<file path="config.mk">
export PLATFORM = sky130hd
export DESIGN_NAME = stretch_bus
export DESIGN_NICKNAME = d
export VERILOG_FILES = /design/src/rtl/stretch_pkg.sv /design/src/rtl/mcycle_timer.sv /design/src/rtl/stretch_bus.sv
export VERILOG_INCLUDE_DIRS = /design/src /design/src/rtl
export SDC_FILE = /design/constraint.sdc
export NUM_CORES = 1
export LEC_CHECK = 0
export ABC_AREA = 1
export BUFFER_PORTS_ARGS = -buffer_cell sky130_fd_sc_hd__buf_2
export CAP_MARGIN = 20
export CORE_AREA = 10 10 93 95
export DETAILED_ROUTE_END_ITERATION = 16
export DIE_AREA = 0 0 103 105
export PLACE_DENSITY_LB_ADDON = 0.1
export SETUP_SLACK_MARGIN = 0.3
export SLEW_MARGIN = 5
export SYNTH_ARGS = -nofsm -noshare
export SYNTH_HDL_FRONTEND = slang
export SYNTH_SLANG_ARGS = --single-unit
</file>
<file path="constraint.sdc">
create_clock -name clk -period 5.95 [get_ports clk]
set_input_delay 1.4875 -clock clk [delete_from_list [all_inputs] [get_ports clk]]
set_output_delay 1.4875 -clock clk [all_outputs]
set_load 0.05 [all_outputs]
</file>
<file path="src/rtl/stretch_consts.svh">
`ifndef STRETCH_CONSTS_SVH
`define STRETCH_CONSTS_SVH
`define CLOCK_CONTROL_ADDR     8'h8E
`define CLOCK_CONTROL_RESET    8'h01
`define STRETCH_MSB            2
`define STRETCH_LSB            0
`define CLOCKS_PER_MCYCLE      3'h4
`define MOVE_BASE_CYCLES       4'h2
`define ZERO_STRETCH_STROBE    5'h02
`endif

</file>
<file path="src/rtl/stretch_pkg.sv">
package stretch_pkg;
  // Phases of the external bus sequencer.
  typedef enum logic [1:0] {
    BUS_IDLE  = 2'b00,
    BUS_FETCH = 2'b01,
    BUS_DATA  = 2'b10
  } bus_state_type;
endpackage

</file>
<file path="src/rtl/mcycle_timer.sv">
`timescale 1ns/1ps
`default_nettype none
`include "stretch_consts.svh"
// Divides the oscillator clock into machine cycles of four clocks.
module mcycle_timer (
  // Clock and reset.
  input  wire logic       clk,
  input  wire logic       sys_rst,
  // Phase within the machine cycle and a last-phase pulse.
  output logic [1:0] phase,
  output logic       cycle_end
);
  logic [1:0] phase_reg;   // Current clock within the cycle.
  logic [1:0] phase_next;  // Next phase.

  // Wrap after four clocks.
  always_comb begin
    phase_next = phase_reg + 2'h1;
  end

  // Register the phase.
  always_ff @(posedge clk) begin
    if (sys_rst) begin
      phase_reg <= 2'h0;
    end else begin
      phase_reg <= phase_next;
    end
  end

  assign phase     = phase_reg;
  assign cycle_end = (phase_reg == 2'(`CLOCKS_PER_MCYCLE - 3'h1));
endmodule
`default_nettype wire

</file>
<file path="src/rtl/stretch_bus.sv">
`timescale 1ns/1ps
`default_nettype none
`include "stretch_consts.svh"
// Contract
// - Machine cycle is exactly four clocks.
// - Every instruction fetch goes to external bus.
// - Low address muxed on port, high separate.
// - Stretch affects data moves, not fetches.
// - Stretch is clock_control bits 2..0 at 8Eh.
// - Data move lasts stretch plus two cycles.
// - Stretch resets to one.
// - Strobe 2 clocks at zero, else 4*stretch.
// - Nonzero stretch widens strobe and timing proportionally.
// - One address latch pulse every machine cycle.
module stretch_bus
  import stretch_pkg::*;
(
  // Clock and reset.
  input  wire logic        clk,
  input  wire logic        sys_rst,
  // Special-function register access from the core.
  input  wire logic [7:0]  sfr_addr,
  input  wire logic        sfr_wr,
  input  wire logic [7:0]  sfr_wdata,
  output logic [7:0]  sfr_rdata,
  // Core bus requests, taken at the end of a machine cycle.
  input  wire logic        fetch_req,
  input  wire logic        move_req,
  input  wire logic        move_write,
  input  wire logic [15:0] move_addr,
  input  wire logic [7:0]  move_wdata,
  input  wire logic [15:0] fetch_addr,
  output logic        busy,
  output logic        done,
  output logic [7:0]  rdata,
  // External pins.
  input  wire logic [7:0]  muxed_addr_data_port_in,
  output logic [7:0]  muxed_addr_data_port_out,
  output logic        muxed_addr_data_port_oe,
  output logic [7:0]  high_address_port,
  output logic        ale,
  output logic        rd_n,
  output logic        wr_n,
  output logic        psen_n
);
  logic [1:0]    phase;           // Clock within the machine cycle.
  logic          cycle_end;       // Last clock of the machine cycle.
  bus_state_type state_reg, state_next;
  logic [2:0]    stretch_reg, stretch_next;   // Software stretch field.
  logic [7:0]    ctl_upper_reg, ctl_upper_next; // Other clock_control bits, stored only.
  logic [2:0]    latched_reg, latched_next;   // Stretch frozen for the current move.
  logic [3:0]    mc_reg, mc_next;             // Machine cycles left in the move.
  logic [5:0]    clk_reg, clk_next;           // Clocks into the move; up to 36 at the longest stretch.
  logic          write_reg, write_next;
  logic [15:0]   addr_reg, addr_next;
  logic [7:0]    wdata_reg, wdata_next;
  logic [7:0]    rdata_reg, rdata_next;
  logic          done_reg, done_next;
  logic [7:0]    port_out_reg, port_out_next;
  logic          port_oe_reg, port_oe_next;
  logic          rd_n_reg, rd_n_next;
  logic          wr_n_reg, wr_n_next;
  logic          psen_n_reg, psen_n_next;
  logic [4:0]    strobe_len;      // Strobe width in clocks.
  logic [4:0]    strobe_start;    // First strobe clock of the move.
  logic [5:0]    strobe_end;      // First clock after the strobe.

  // Machine cycle divider; the address latch pulse rides on it.
  mcycle_timer u_timer (
    .clk       (clk),
    .sys_rst   (sys_rst),
    .phase     (phase),
    .cycle_end (cycle_end)
  );

  // Latch enable is high in the first clock of every machine cycle.
  assign ale = (phase == 2'h0);

  // Strobe width: two clocks at stretch zero, else four per stretch step.
  assign strobe_len   = (latched_reg == 3'h0) ? `ZERO_STRETCH_STROBE
                                              : {latched_reg, 2'b00};
  // The strobe starts after the address cycle: one clock into the second machine cycle at stretch zero, two clocks in otherwise.
  assign strobe_start = (latched_reg == 3'h0) ? 5'h05 : 5'h06;
  // Six bits hold the end of the longest strobe, which five bits would wrap to 2.
  assign strobe_end   = {1'b0, strobe_start} + {1'b0, strobe_len};

  // Register file and bus sequencer next-state logic.
  always_comb begin
    stretch_next  = stretch_reg;
    ctl_upper_next = ctl_upper_reg;
    state_next    = state_reg;
    latched_next  = latched_reg;
    mc_next       = mc_reg;
    clk_next      = clk_reg;
    write_next    = write_reg;
    addr_next     = addr_reg;
    wdata_next    = wdata_reg;
    rdata_next    = rdata_reg;
    done_next     = 1'b0;
    port_out_next = port_out_reg;
    port_oe_next  = port_oe_reg;
    rd_n_next     = 1'b1;
    wr_n_next     = 1'b1;
    psen_n_next   = 1'b1;
    // Software may rewrite the field at any time; moves in flight keep their copy.
    if (sfr_wr && (sfr_addr == `CLOCK_CONTROL_ADDR)) begin
      stretch_next  = sfr_wdata[`STRETCH_MSB:`STRETCH_LSB];
      ctl_upper_next = {sfr_wdata[7:3], 3'h0};
    end
    case (state_reg)
      BUS_IDLE: begin
        port_oe_next = 1'b0;
        if (cycle_end && move_req) begin
          // Freeze the stretch now so later writes wait for the next move.
          state_next   = BUS_DATA;
          latched_next = stretch_reg;
          mc_next      = 4'(stretch_reg) + `MOVE_BASE_CYCLES;
          clk_next     = 6'h00;
          write_next   = move_write;
          addr_next    = move_addr;
          wdata_next   = move_wdata;
          port_out_next = move_addr[7:0];
          port_oe_next  = 1'b1;
        end else if (cycle_end && fetch_req) begin
          // Fetches always take one unstretched machine cycle.
          state_next    = BUS_FETCH;
          addr_next     = fetch_addr;
          port_out_next = fetch_addr[7:0];
          port_oe_next  = 1'b1;
        end
      end
      BUS_FETCH: begin
        // Address for one clock, then program strobe while the port floats.
        port_oe_next = 1'b0;
        psen_n_next  = (phase == 2'h3);
        if (phase == 2'h2) begin
          rdata_next = muxed_addr_data_port_in;
        end
        if (cycle_end) begin
          state_next = BUS_IDLE;
          done_next  = 1'b1;
        end
      end
      BUS_DATA: begin
        clk_next = clk_reg + 6'h01;
        // Strobe covers its window of the move, proportional to the stretch.
        if ((clk_reg + 6'h01 >= {1'b0, strobe_start}) && (clk_reg + 6'h01 < strobe_end)) begin
          rd_n_next    = write_reg;
          wr_n_next    = ~write_reg;
          port_oe_next = write_reg;
          port_out_next = wdata_reg;
        end else begin
          port_oe_next = 1'b0;
        end
        // Sample read data on the last strobe clock.
        if (!write_reg && (clk_reg + 6'h01 == strobe_end)) begin
          rdata_next = muxed_addr_data_port_in;
        end
        if (cycle_end) begin
          mc_next = mc_reg - 4'h1;
          if (mc_reg == 4'h1) begin
            state_next   = BUS_IDLE;
            done_next    = 1'b1;
            port_oe_next = 1'b0;
          end
        end
      end
      default: begin
        state_next = BUS_IDLE;
      end
    endcase
  end

  // Register every piece of state.
  always_ff @(posedge clk) begin
    if (sys_rst) begin
      state_reg    <= BUS_IDLE;
      stretch_reg  <= 3'(`CLOCK_CONTROL_RESET);
      ctl_upper_reg <= 8'h00;
      latched_reg  <= 3'h0;
      mc_reg       <= 4'h0;
      clk_reg      <= 6'h00;
      write_reg    <= 1'b0;
      addr_reg     <= 16'h0000;
      wdata_reg    <= 8'h00;
      rdata_reg    <= 8'h00;
      done_reg     <= 1'b0;
      port_out_reg <= 8'h00;
      port_oe_reg  <= 1'b0;
      rd_n_reg     <= 1'b1;
      wr_n_reg     <= 1'b1;
      psen_n_reg   <= 1'b1;
    end else begin
      state_reg    <= state_next;
      stretch_reg  <= stretch_next;
      ctl_upper_reg <= ctl_upper_next;
      latched_reg  <= latched_next;
      mc_reg       <= mc_next;
      clk_reg      <= clk_next;
      write_reg    <= write_next;
      addr_reg     <= addr_next;
      wdata_reg    <= wdata_next;
      rdata_reg    <= rdata_next;
      done_reg     <= done_next;
      port_out_reg <= port_out_next;
      port_oe_reg  <= port_oe_next;
      rd_n_reg     <= rd_n_next;
      wr_n_reg     <= wr_n_next;
      psen_n_reg   <= psen_n_next;
    end
  end

  // Reads of the register return the stored field; other addresses read zero.
  assign sfr_rdata = (sfr_addr == `CLOCK_CONTROL_ADDR) ? (ctl_upper_reg | {5'h00, stretch_reg}) : 8'h00;
  assign busy      = (state_reg != BUS_IDLE);
  assign done      = done_reg;
  assign rdata     = rdata_reg;
  assign muxed_addr_data_port_out = port_out_reg;
  assign muxed_addr_data_port_oe  = port_oe_reg;
  assign high_address_port = addr_reg[15:8];
  assign rd_n      = rd_n_reg;
  assign wr_n      = wr_n_reg;
  assign psen_n    = psen_n_reg;
endmodule
`default_nettype wire

</file>
==> impl_metrics.csv, run 1 <==
group,metric,value,unit
status,status,"finished, final reports clean",
logic_synthesis,synth-async-reset-ratio,0,%
drt,via_count,3105,
place,placed_cells,616,
layout,n_antenna_cell,0,
power_and_ir_drop,comb_power_share,42.4,%
die,die_area,0.0108,mm2
die,rows,30,
global_route,grt_pass1_wl,13900,um
clocking,htreeDepth,3,
logic_synthesis,ys_ff_latch,63,
drt,routedWlPerCell,13.5,um
die,core_area,0.00676,mm2
global_route,grt-ovfl-total,0,
drt,drt_iter0_drc,86,
global_route,grtUsageTotal,15.6,%
clocking,post_cts_buffers,0,
place,gp_congestion,0.805,
clocking,hold_buffers,0,
power_and_ir_drop,p_per_area,397,mW/mm2
logic_synthesis,ys_seq_area_share,39.9,%
logic_synthesis,avgSynthCellArea,7.09,um2
global_route,grt_antenna_before_repair,0,
power_and_ir_drop,ir_drop,0.000235,V
drt,wl,8520,um
critical_path,worst-path-max-fanout,9,
sta,tns,0,ns
sta,setup_violations,0,
power_and_ir_drop,p_sw,0.675,mW
logic_synthesis,postSynthCellCount,446,
critical_path,cp-end-kind,"output pin",
power_and_ir_drop,power,1.55,mW
layout,design_area,0.00391,mm2
sta,setup_slack,1.99,ns
place,placedInstanceArea,0.00371,mm2
drt,first_pass_iters,4,
place,dp_hpwl,6380,um
clocking,path_clk_slew,0.06,ns
die,start_util,46.8,%
power_and_ir_drop,clkPwrFrac,23.8,%
logic_synthesis,synth_cell_type_count,32,
logic_synthesis,synth_area,0.00316,mm2
die,pin_count,109,
sta,hold_viol,0,
logic_synthesis,synth_edf_count,0,
logic_synthesis,synthFlopType,"dfxtp_1",
global_route,grt_pass1_vias,3053,
critical_path,required,4.46,ns
layout,ff_latch_area,0.00126,mm2
clocking,cts_root_buf,"clkbuf_8",
layout,multi_input_area,0.00160,mm2
clocking,clock-sinks,63,
sta,fin_crit_sh,66.5,%
power_and_ir_drop,power.internal,0.874,mW
sta,fmax,253,MHz
power_and_ir_drop,p_leak,1.92,nW
place,dp_slack,1.97,ns
layout,final_util,57.8,%
power_and_ir_drop,swShare,43.6,%
sta,slew_viol_final,0,
drt,drc,0,
layout,final_cells,631,
critical_path,cp_data_arrival_time,2.47,ns
critical_path,cp-start-kind,"input port",
drt,vias_per_cell,4.92,
sta,post-route-min-period,3.96,ns
clocking,cts_tree,"yes",
place,io_buffers,108,
layout,drive_gt1_share,25.2,%
sta,rsz0062_at_grt,"false",
die,chipWidth,103,um
logic_synthesis,synth_nets,534,
sta,skew,0.00923,ns
die,fp.dieH,105,um
job,max_cap_viol_count,0,
sta,max-slew-margin-rel,41.0,%
layout,area_delta_synth_final,23.5,%
logic_synthesis,yosysWarningCount,0,
critical_path,crit_type,"in2out",
drt,drtAntennaViolNets,0,
clocking,clock_latency,0.33,ns
clocking,cts_buffers,9,
clocking,clk_path_buf_depth,2,
layout,n_fill_cell,661,
min_path,hold_class,"reg2reg",
clocking,cts_resized,0,
layout,nets,635,
global_route,grt_max_degree,41,
sta,tightest_slew,0.879,ns
sta,holdWs,0.413,ns
power_and_ir_drop,p_seq_share,33.9,%
cells in the final DEF, fill, tap and decap left out, types with 2 or more instances in the layout:
cell type  count
nor2_1        65
nor3_1         3
ha_1          18
inv_2          2
a211oi_1       2
a31oi_1        8
a21oi_1       34
clkinv_1       4
nand3_2        2
nand2_1       82
nand2_4        2
o21ai_1        2
o21ai_0       54
nor2_4         2
clkinv_2       3
buf_2        108
clkbuf_8      11
nand3_1       22
inv_1         47
dfxtp_1       63
nand2_2        2
o21ai_2        2
nand4_1        3
cells in the mapped netlist, types with 3 or more instances:
| master | count | area (um2) |
|---|---|---|
| a21oi_1 | 34 | 170 |
| a31oi_1 | 8 | 50.1 |
| buf_2 | 3 | 15.0 |
| buf_4 | 3 | 22.5 |
| clkbuf_1 | 11 | 41.3 |
| clkinv_1 | 4 | 15.0 |
| dfxtp_1 | 63 | 1260 |
| ha_1 | 18 | 225 |
| inv_1 | 47 | 176 |
| nand2_1 | 82 | 308 |
| nand3_1 | 22 | 110 |
| nand4_1 | 3 | 18.8 |
| nor2_1 | 65 | 244 |
| nor3_1 | 3 | 15.0 |
| o21ai_0 | 54 | 270 |
cells by family (layout without fill, tap and decap cells):
family	count (synthesis)	count (layout)	synth area share, %
compound gates	103	103	17.1
simple gates	188	188	25.8
buf+inv	72	177	9.50
flops	63	63	39.9
xor+xnor	2	2	0.554
fa+ha+maj	18	18	7.12
final cells by class:
class / instances / area share, %
clock buffers: 11 / 3.88
clock inverters: 4 / 1.15
inverters: 53 / 5.09
multi-input cells: 311 / 41.0
flip-flops and latches: 63 / 32.3
well taps: 80 / 2.56
repair buffers: 109 / 14.0
worst max-delay path: stages:
cell	delay, ns
buf_2	0.07
nand2_1	0.05
nor3b_2	0.17
nand4_2	0.25
nor2_1	0.17
buf_2	0.28
power groups by stage:
stage	Sequential (mW)	Combinational, mW	Clock (mW)
2_1_floorplan	0.705	0.353	0
5_1_grt	0.534	0.719	0.398
3_5_place_dp	0.534	0.656	0
6_report	0.525	0.656	0.368
3_3_place_gp	0.533	0.649	0
4_1_cts	0.525	0.659	0.378
worst paths after layout:
check | cells past startpoint | slack (ns) | startpoint | end
max reg2reg | 14 | 3.39 | clk_reg[0] | rdata[2]
min | 1 | 0.41 | write_reg | wr_n
min reg2reg | 1 | 0.41 | write_reg | wr_n
max | 6 | 1.99 | sfr_addr[3] | sfr_rdata[5]
metal layers:
metal	routed length [um]	global-route usage, %
met1	3890	18.9
met2	3910	25.5
met3	634	5.73
met4	87	3.78
met5	0	0
Power figures use the tool's default switching activity.
==> inputs of run 2 (changes only) <==
==> constraint.sdc (replaced) <==
create_clock -name clk -period 3.94 [get_ports clk]
set_input_delay 0.985 -clock clk [delete_from_list [all_inputs] [get_ports clk]]
set_output_delay 0.985 -clock clk [all_outputs]
set_load 0.05 [all_outputs]
==> run 2 against run 1 <==
Compared with the run above:
- combinational power increased by 50%
- setup slack got worse by 1.0 ns
- global-route usage decreased by 0.49 points
- die area unchanged
- clock skew about the same
- core utilization increased by 0.24 points
- largest cell class unchanged
==> impl_metrics.csv, run 2 (synthesis gave the netlist of run 1 again) <==
group,metric,value,unit
critical_path,crit_type,"in2out",
layout,final_common_cell,"buf_2",
place,gp_congestion,0.798,
sta,post-route-min-period,2.98,ns
place,placedInstanceArea,0.00371,mm2
global_route,grt_max_degree,39,
die,chipWidth,103,um
layout,final_cells,632,
power_and_ir_drop,p_leak,1.92,nW
drt,first_pass_iters,4,
sta,slew_viol_final,0,
power_and_ir_drop,ir_drop,0.000285,V
critical_path,cp-start-kind,"input port",
global_route,grt_pass1_wl,13400,um
drt,wl,8240,um
drt,via_count,3048,
sta,hold_viol,0,
critical_path,cpPeakStageDelay,0.28,ns
die,rows,30,
layout,drive_gt1_share,25.2,%
die,die_area,0.0108,mm2
layout,design_area,0.00392,mm2
layout,layout_common_cells,"buf_2 (108), nand2_1 (82), nor2_1 (65)",
critical_path,worstRegToRegCells,14,
layout,nets,635,
place,dp_hpwl,6240,um
critical_path,slowest_stage,"buf_2",
status,status,"finished, final reports clean",
global_route,grt_pass1_vias,2979,
clocking,clk_path_buf_depth,2,
sta,setup_slack,0.962,ns
sta,fmax,336,MHz
sta,max-slew-margin-rel,42.5,%
clocking,clock-sinks,63,
critical_path,worst-path-max-fanout,9,
global_route,grtUsageTotal,15.2,%
die,core_area,0.00676,mm2
clocking,cts_buffers,9,
sta,tns,0,ns
critical_path,crit_path_start,"sfr_addr[3]",
clocking,post_cts_buffers,0,
die,start_util,46.8,%
min_path,hold_class,"reg2reg",
place,io_buffers,108,
critical_path,cp-end-kind,"output pin",
clocking,htreeDepth,3,
critical_path,r2r_start,"clk_reg[0]",
drt,drc,0,
clocking,cts_tree,"yes",
clocking,cts_root_buf,"clkbuf_8",
job,max_cap_viol_count,0,
die,pin_count,109,
critical_path,cp_data_arrival_time,1.99,ns
global_route,grt_antenna_before_repair,0,
global_route,grt-ovfl-total,0,
sta,skew,0.00952,ns
drt,vias_per_cell,4.82,
clocking,cts_resized,0,
die,fp.dieH,105,um
power_and_ir_drop,p_per_area,609,mW/mm2
clocking,clock_latency,0.34,ns
sta,rsz0062_at_grt,"false",
sta,setup_violations,0,
min_path,min_from,"write_reg",
clocking,path_clk_slew,0.07,ns
drt,routedWlPerCell,13.0,um
min_path,min_path_cells,1,
place,dp_slack,0.936,ns
critical_path,required,2.95,ns
layout,area_delta_synth_final,24.0,%
clocking,hold_buffers,0,
place,placed_cells,616,
critical_path,path_cells,"buf_2 > nand2_1 > nor3b_2 > nand4_2 > nor2_1 > buf_2",
sta,fin_crit_sh,75.6,%
drt,drt_iter0_drc,86,
sta,tightest_slew,0.857,ns
drt,drtAntennaViolNets,0,
layout,n_antenna_cell,0,
critical_path,crit_top_cell,"buf_2",
==> run 2: critical path: cells and delay by family <==
kind,cells,cell delay (ns)
simple gates,4,0.66
buf+inv,2,0.36
==> run 2: path summary, 6_finish.rpt <==
kind	to	slack, ns
max reg2reg	rdata[0]	1.44
min	wr_n	0.42
max	sfr_rdata[1]	0.96
min reg2reg	wr_n	0.42
==> run 2: layer usage <==
layer | up-vias | share of wire [%] | global-route usage [%]
li1 | 1644 | - | -
met1 | 1310 | 46 | 18.0
met2 | 75 | 44 | 23.6
met3 | 19 | 7.0 | 5.01
met4 | 0 | 2.6 | 7.55
met5 | - | 0 | 0
==> run 2: stage by stage <==
stage / util (%) / hold slack [ns] / power, mW
after floorplan: - / 0.379 / 1.60
after global placement: 54.9 / 0.403 / 1.79
after detailed placement: 54.9 / 0.401 / 1.80
after CTS: 58.0 / 0.418 / 2.41
after global routing: 58.0 / 0.430 / 2.55
final: 58.0 / 0.416 / 2.39
==> run 2: final cells by class <==
| class | instances | area [um2] |
|---|---|---|
| Clock buffer | 10 | 128 |
| Clock inverter | 6 | 85.1 |
| Fill cell | 654 | 2840 |
| Inverter | 53 | 199 |
| Multi-Input combinational cell | 311 | 1600 |
| Sequential cell | 63 | 1260 |
| Tap cell | 80 | 100 |
| Timing Repair Buffer | 109 | 548 |
==> run 2: where the power goes <==
part,leakage (nW),switching [mW],internal (mW),total [mW]
combinational,1.30,0.727,0.260,0.987
clock,0.102,0.254,0.354,0.608
sequential,0.512,0.0518,0.740,0.792
total,1.92,1.03,1.35,2.39
==> inputs of run 3 (changes only) <==
--- a/config.mk
+++ b/config.mk
@@ -9,9 +9,9 @@
 export ABC_AREA = 1
 export BUFFER_PORTS_ARGS = -buffer_cell sky130_fd_sc_hd__buf_2
 export CAP_MARGIN = 20
-export CORE_AREA = 10 10 93 95
+export CORE_AREA = 10 10 95 97
 export DETAILED_ROUTE_END_ITERATION = 16
-export DIE_AREA = 0 0 103 105
+export DIE_AREA = 0 0 105 107
 export PLACE_DENSITY_LB_ADDON = 0.1
 export SETUP_SLACK_MARGIN = 0.3
 export SLEW_MARGIN = 5
==> constraint.sdc (replaced) <==
create_clock -name clk -period 2.7 [get_ports clk]
set_input_delay 0.675 -clock clk [delete_from_list [all_inputs] [get_ports clk]]
set_output_delay 0.675 -clock clk [all_outputs]
set_load 0.05 [all_outputs]
==> run 3 against run 2 <==
Compared with the run above:
- critical path depth is the same
- clock power grew 16%
- die area grew 3.9%
- critical endpoint is now sfr_rdata[4]
- core utilization shrank 2.6 points
- largest power group unchanged
- design area grew 0.86%
- cell count grew 3.5%
- via count grew 1.7%
- combinational power grew 48%
- register-to-register slack lost 0.92 ns
- largest cell class unchanged
==> impl_metrics.csv, run 3 (synthesis gave the netlist of run 1 again) <==
group,metric,value,unit
drt,first_pass_iters,4,
global_route,grt_pass1_wl,14000,um
critical_path,slowest_stage,"buf_2",
critical_path,required,2.03,ns
layout,n_fill_cell,741,
clocking,cts_root_buf,"clkbuf_8",
die,pin_count,109,
sta,post-route-min-period,2.31,ns
min_path,min_from,"write_reg",
layout,final_common_cell,"buf_2",
layout,nets,639,
clocking,post_cts_buffers,0,
layout,final_cells,654,
global_route,grtUsageTotal,14.7,%
global_route,grt-ovfl-total,0,
place,dp_hpwl,6420,um
layout,n_antenna_cell,0,
critical_path,path_cells,"buf_2 > nand2_1 > nor3b_2 > nand4_4 > nor2_1 > buf_2",
sta,holdWs,0.425,ns
sta,slew_viol_final,0,
drt,vias_per_cell,4.74,
sta,setup_violations,0,
job,max_cap_viol_count,0,
critical_path,cpPeakStageDelay,0.27,ns
global_route,grt_max_degree,25,
sta,max-slew-margin-rel,59.2,%
sta,hold_viol,0,
critical_path,worst-path-max-fanout,9,
clocking,htreeDepth,3,
critical_path,critPathTopFamily,"simple AND/OR/NAND/NOR gates",
global_route,busiest_layer,"met2",
sta,tightest_slew,0.611,ns
clocking,cts_tree,"yes",
drt,drt_iter0_drc,109,
layout,layout_common_cells,"buf_2 (106), nand2_1 (82), nor2_1 (65)",
clocking,clock_latency,0.34,ns
clocking,cts_buffers,9,
critical_path,crit_top_cell,"buf_2",
place,gp_congestion,0.854,
clocking,path_clk_slew,0.07,ns
place,dp_slack,0.342,ns
critical_path,crit_path_start,"sfr_addr[3]",
layout,area_delta_synth_final,25.1,%
power_and_ir_drop,p_leak,1.92,nW
sta,fmax,433,MHz
power_and_ir_drop,p_per_area,840,mW/mm2
critical_path,cp_data_arrival_time,1.63,ns
place,io_buffers,108,
drt,routedWlPerCell,12.9,um
min_path,min_path_cells,1,
critical_path,critPathBufInv,2,
clocking,cts_resized,0,
layout,drive_gt1_share,26.1,%
die,chipWidth,105,um
global_route,grt_pass1_vias,3058,
drt,drc,0,
global_route,use_met3,4.73,%
drt,drtAntennaViolNets,0,
die,start_util,44.3,%
global_route,grt_util_met2,24.0,%
drt,wl,8420,um
min_path,hold_class,"reg2reg",
global_route,grt_antenna_before_repair,0,
power_and_ir_drop,power,3.32,mW
die,die_area,0.0112,mm2
critical_path,r2r_start,"clk_reg[1]",
sta,fin_crit_sh,85.5,%
clocking,hold_buffers,0,
die,core_area,0.00714,mm2
clocking,clock-sinks,63,
critical_path,cp-end-kind,"output pin",
sta,tns,0,ns
sta,setup_slack,0.391,ns
power_and_ir_drop,ir_drop,0.000360,V
critical_path,cp-start-kind,"input port",
global_route,grtUsageMet1,17.7,%
drt,via_count,3099,
critical_path,crit_type,"in2out",
die,rows,31,
critical_path,worstRegToRegCells,16,
place,placed_cells,639,
critical_path,path_depth,6,
sta,skew,0.00971,ns
sta,rsz0062_at_grt,"false",
status,status,"finished, final reports clean",
die,fp.dieH,107,um
clocking,clk_path_buf_depth,2,
## run 3: changes by cell type in the layout (fill, tap and decap cells not counted), sizes merged
| cell | change |
|---|---|
| bufinv | -2 |
| clkbuf | +3 |
| buf | +2 |
| clkinvlp | -1 |
| clkinv | +1 |
## run 3: final cells by class
type | instances | area (um2) | share of cell area (%)
Clock buffer | 11 | 141 | 3.57
Clock inverter | 4 | 22.5 | 0.569
Inverter | 53 | 199 | 5.03
Multi-Input combinational cell | 311 | 1620 | 41.0
Sequential cell | 63 | 1260 | 31.9
Tap cell | 99 | 124 | 3.13
Timing Repair Buffer | 113 | 583 | 14.7
## run 3: path summary, 6_finish.rpt
check	to	slack, ns
min reg2reg	wr_n	0.42
min	wr_n	0.42
max reg2reg	muxed_addr_data_port_out[2]	0.52
max	sfr_rdata[4]	0.39
## run 3: worst register-to-register path, delay by kind of cell (launching register included)
kind | cells | cell delay (ns)
buf+inv | 2 | 0.12
flops | 1 | 0.39
simple gates | 12 | 1.07
fa+ha+maj | 2 | 0.50
## run 3: stage by stage
| stage | utilization [%] | instance area [um2] |
|---|---|---|
| final | 55.4 | 3960 |
| after global routing | 55.4 | 3960 |
| after CTS | 55.0 | 3930 |
| after detailed placement | 52.7 | 3760 |
| after global placement | 52.7 | 3760 |
| after floorplan | - | 3160 |
## run 3: routing by layer
layer  share of wire (%)  up-vias
met1                  46     1351
met3                 6.2       12
li1                    -     1648
met4                 1.8        0
met5                   0        -
met2                  46       88
## run 3: power by group
part | switching, mW | total (mW) | internal [mW]
sequential | 0.0785 | 1.16 | 1.08
combinational | 1.07 | 1.46 | 0.395
clock | 0.355 | 0.704 | 0.348
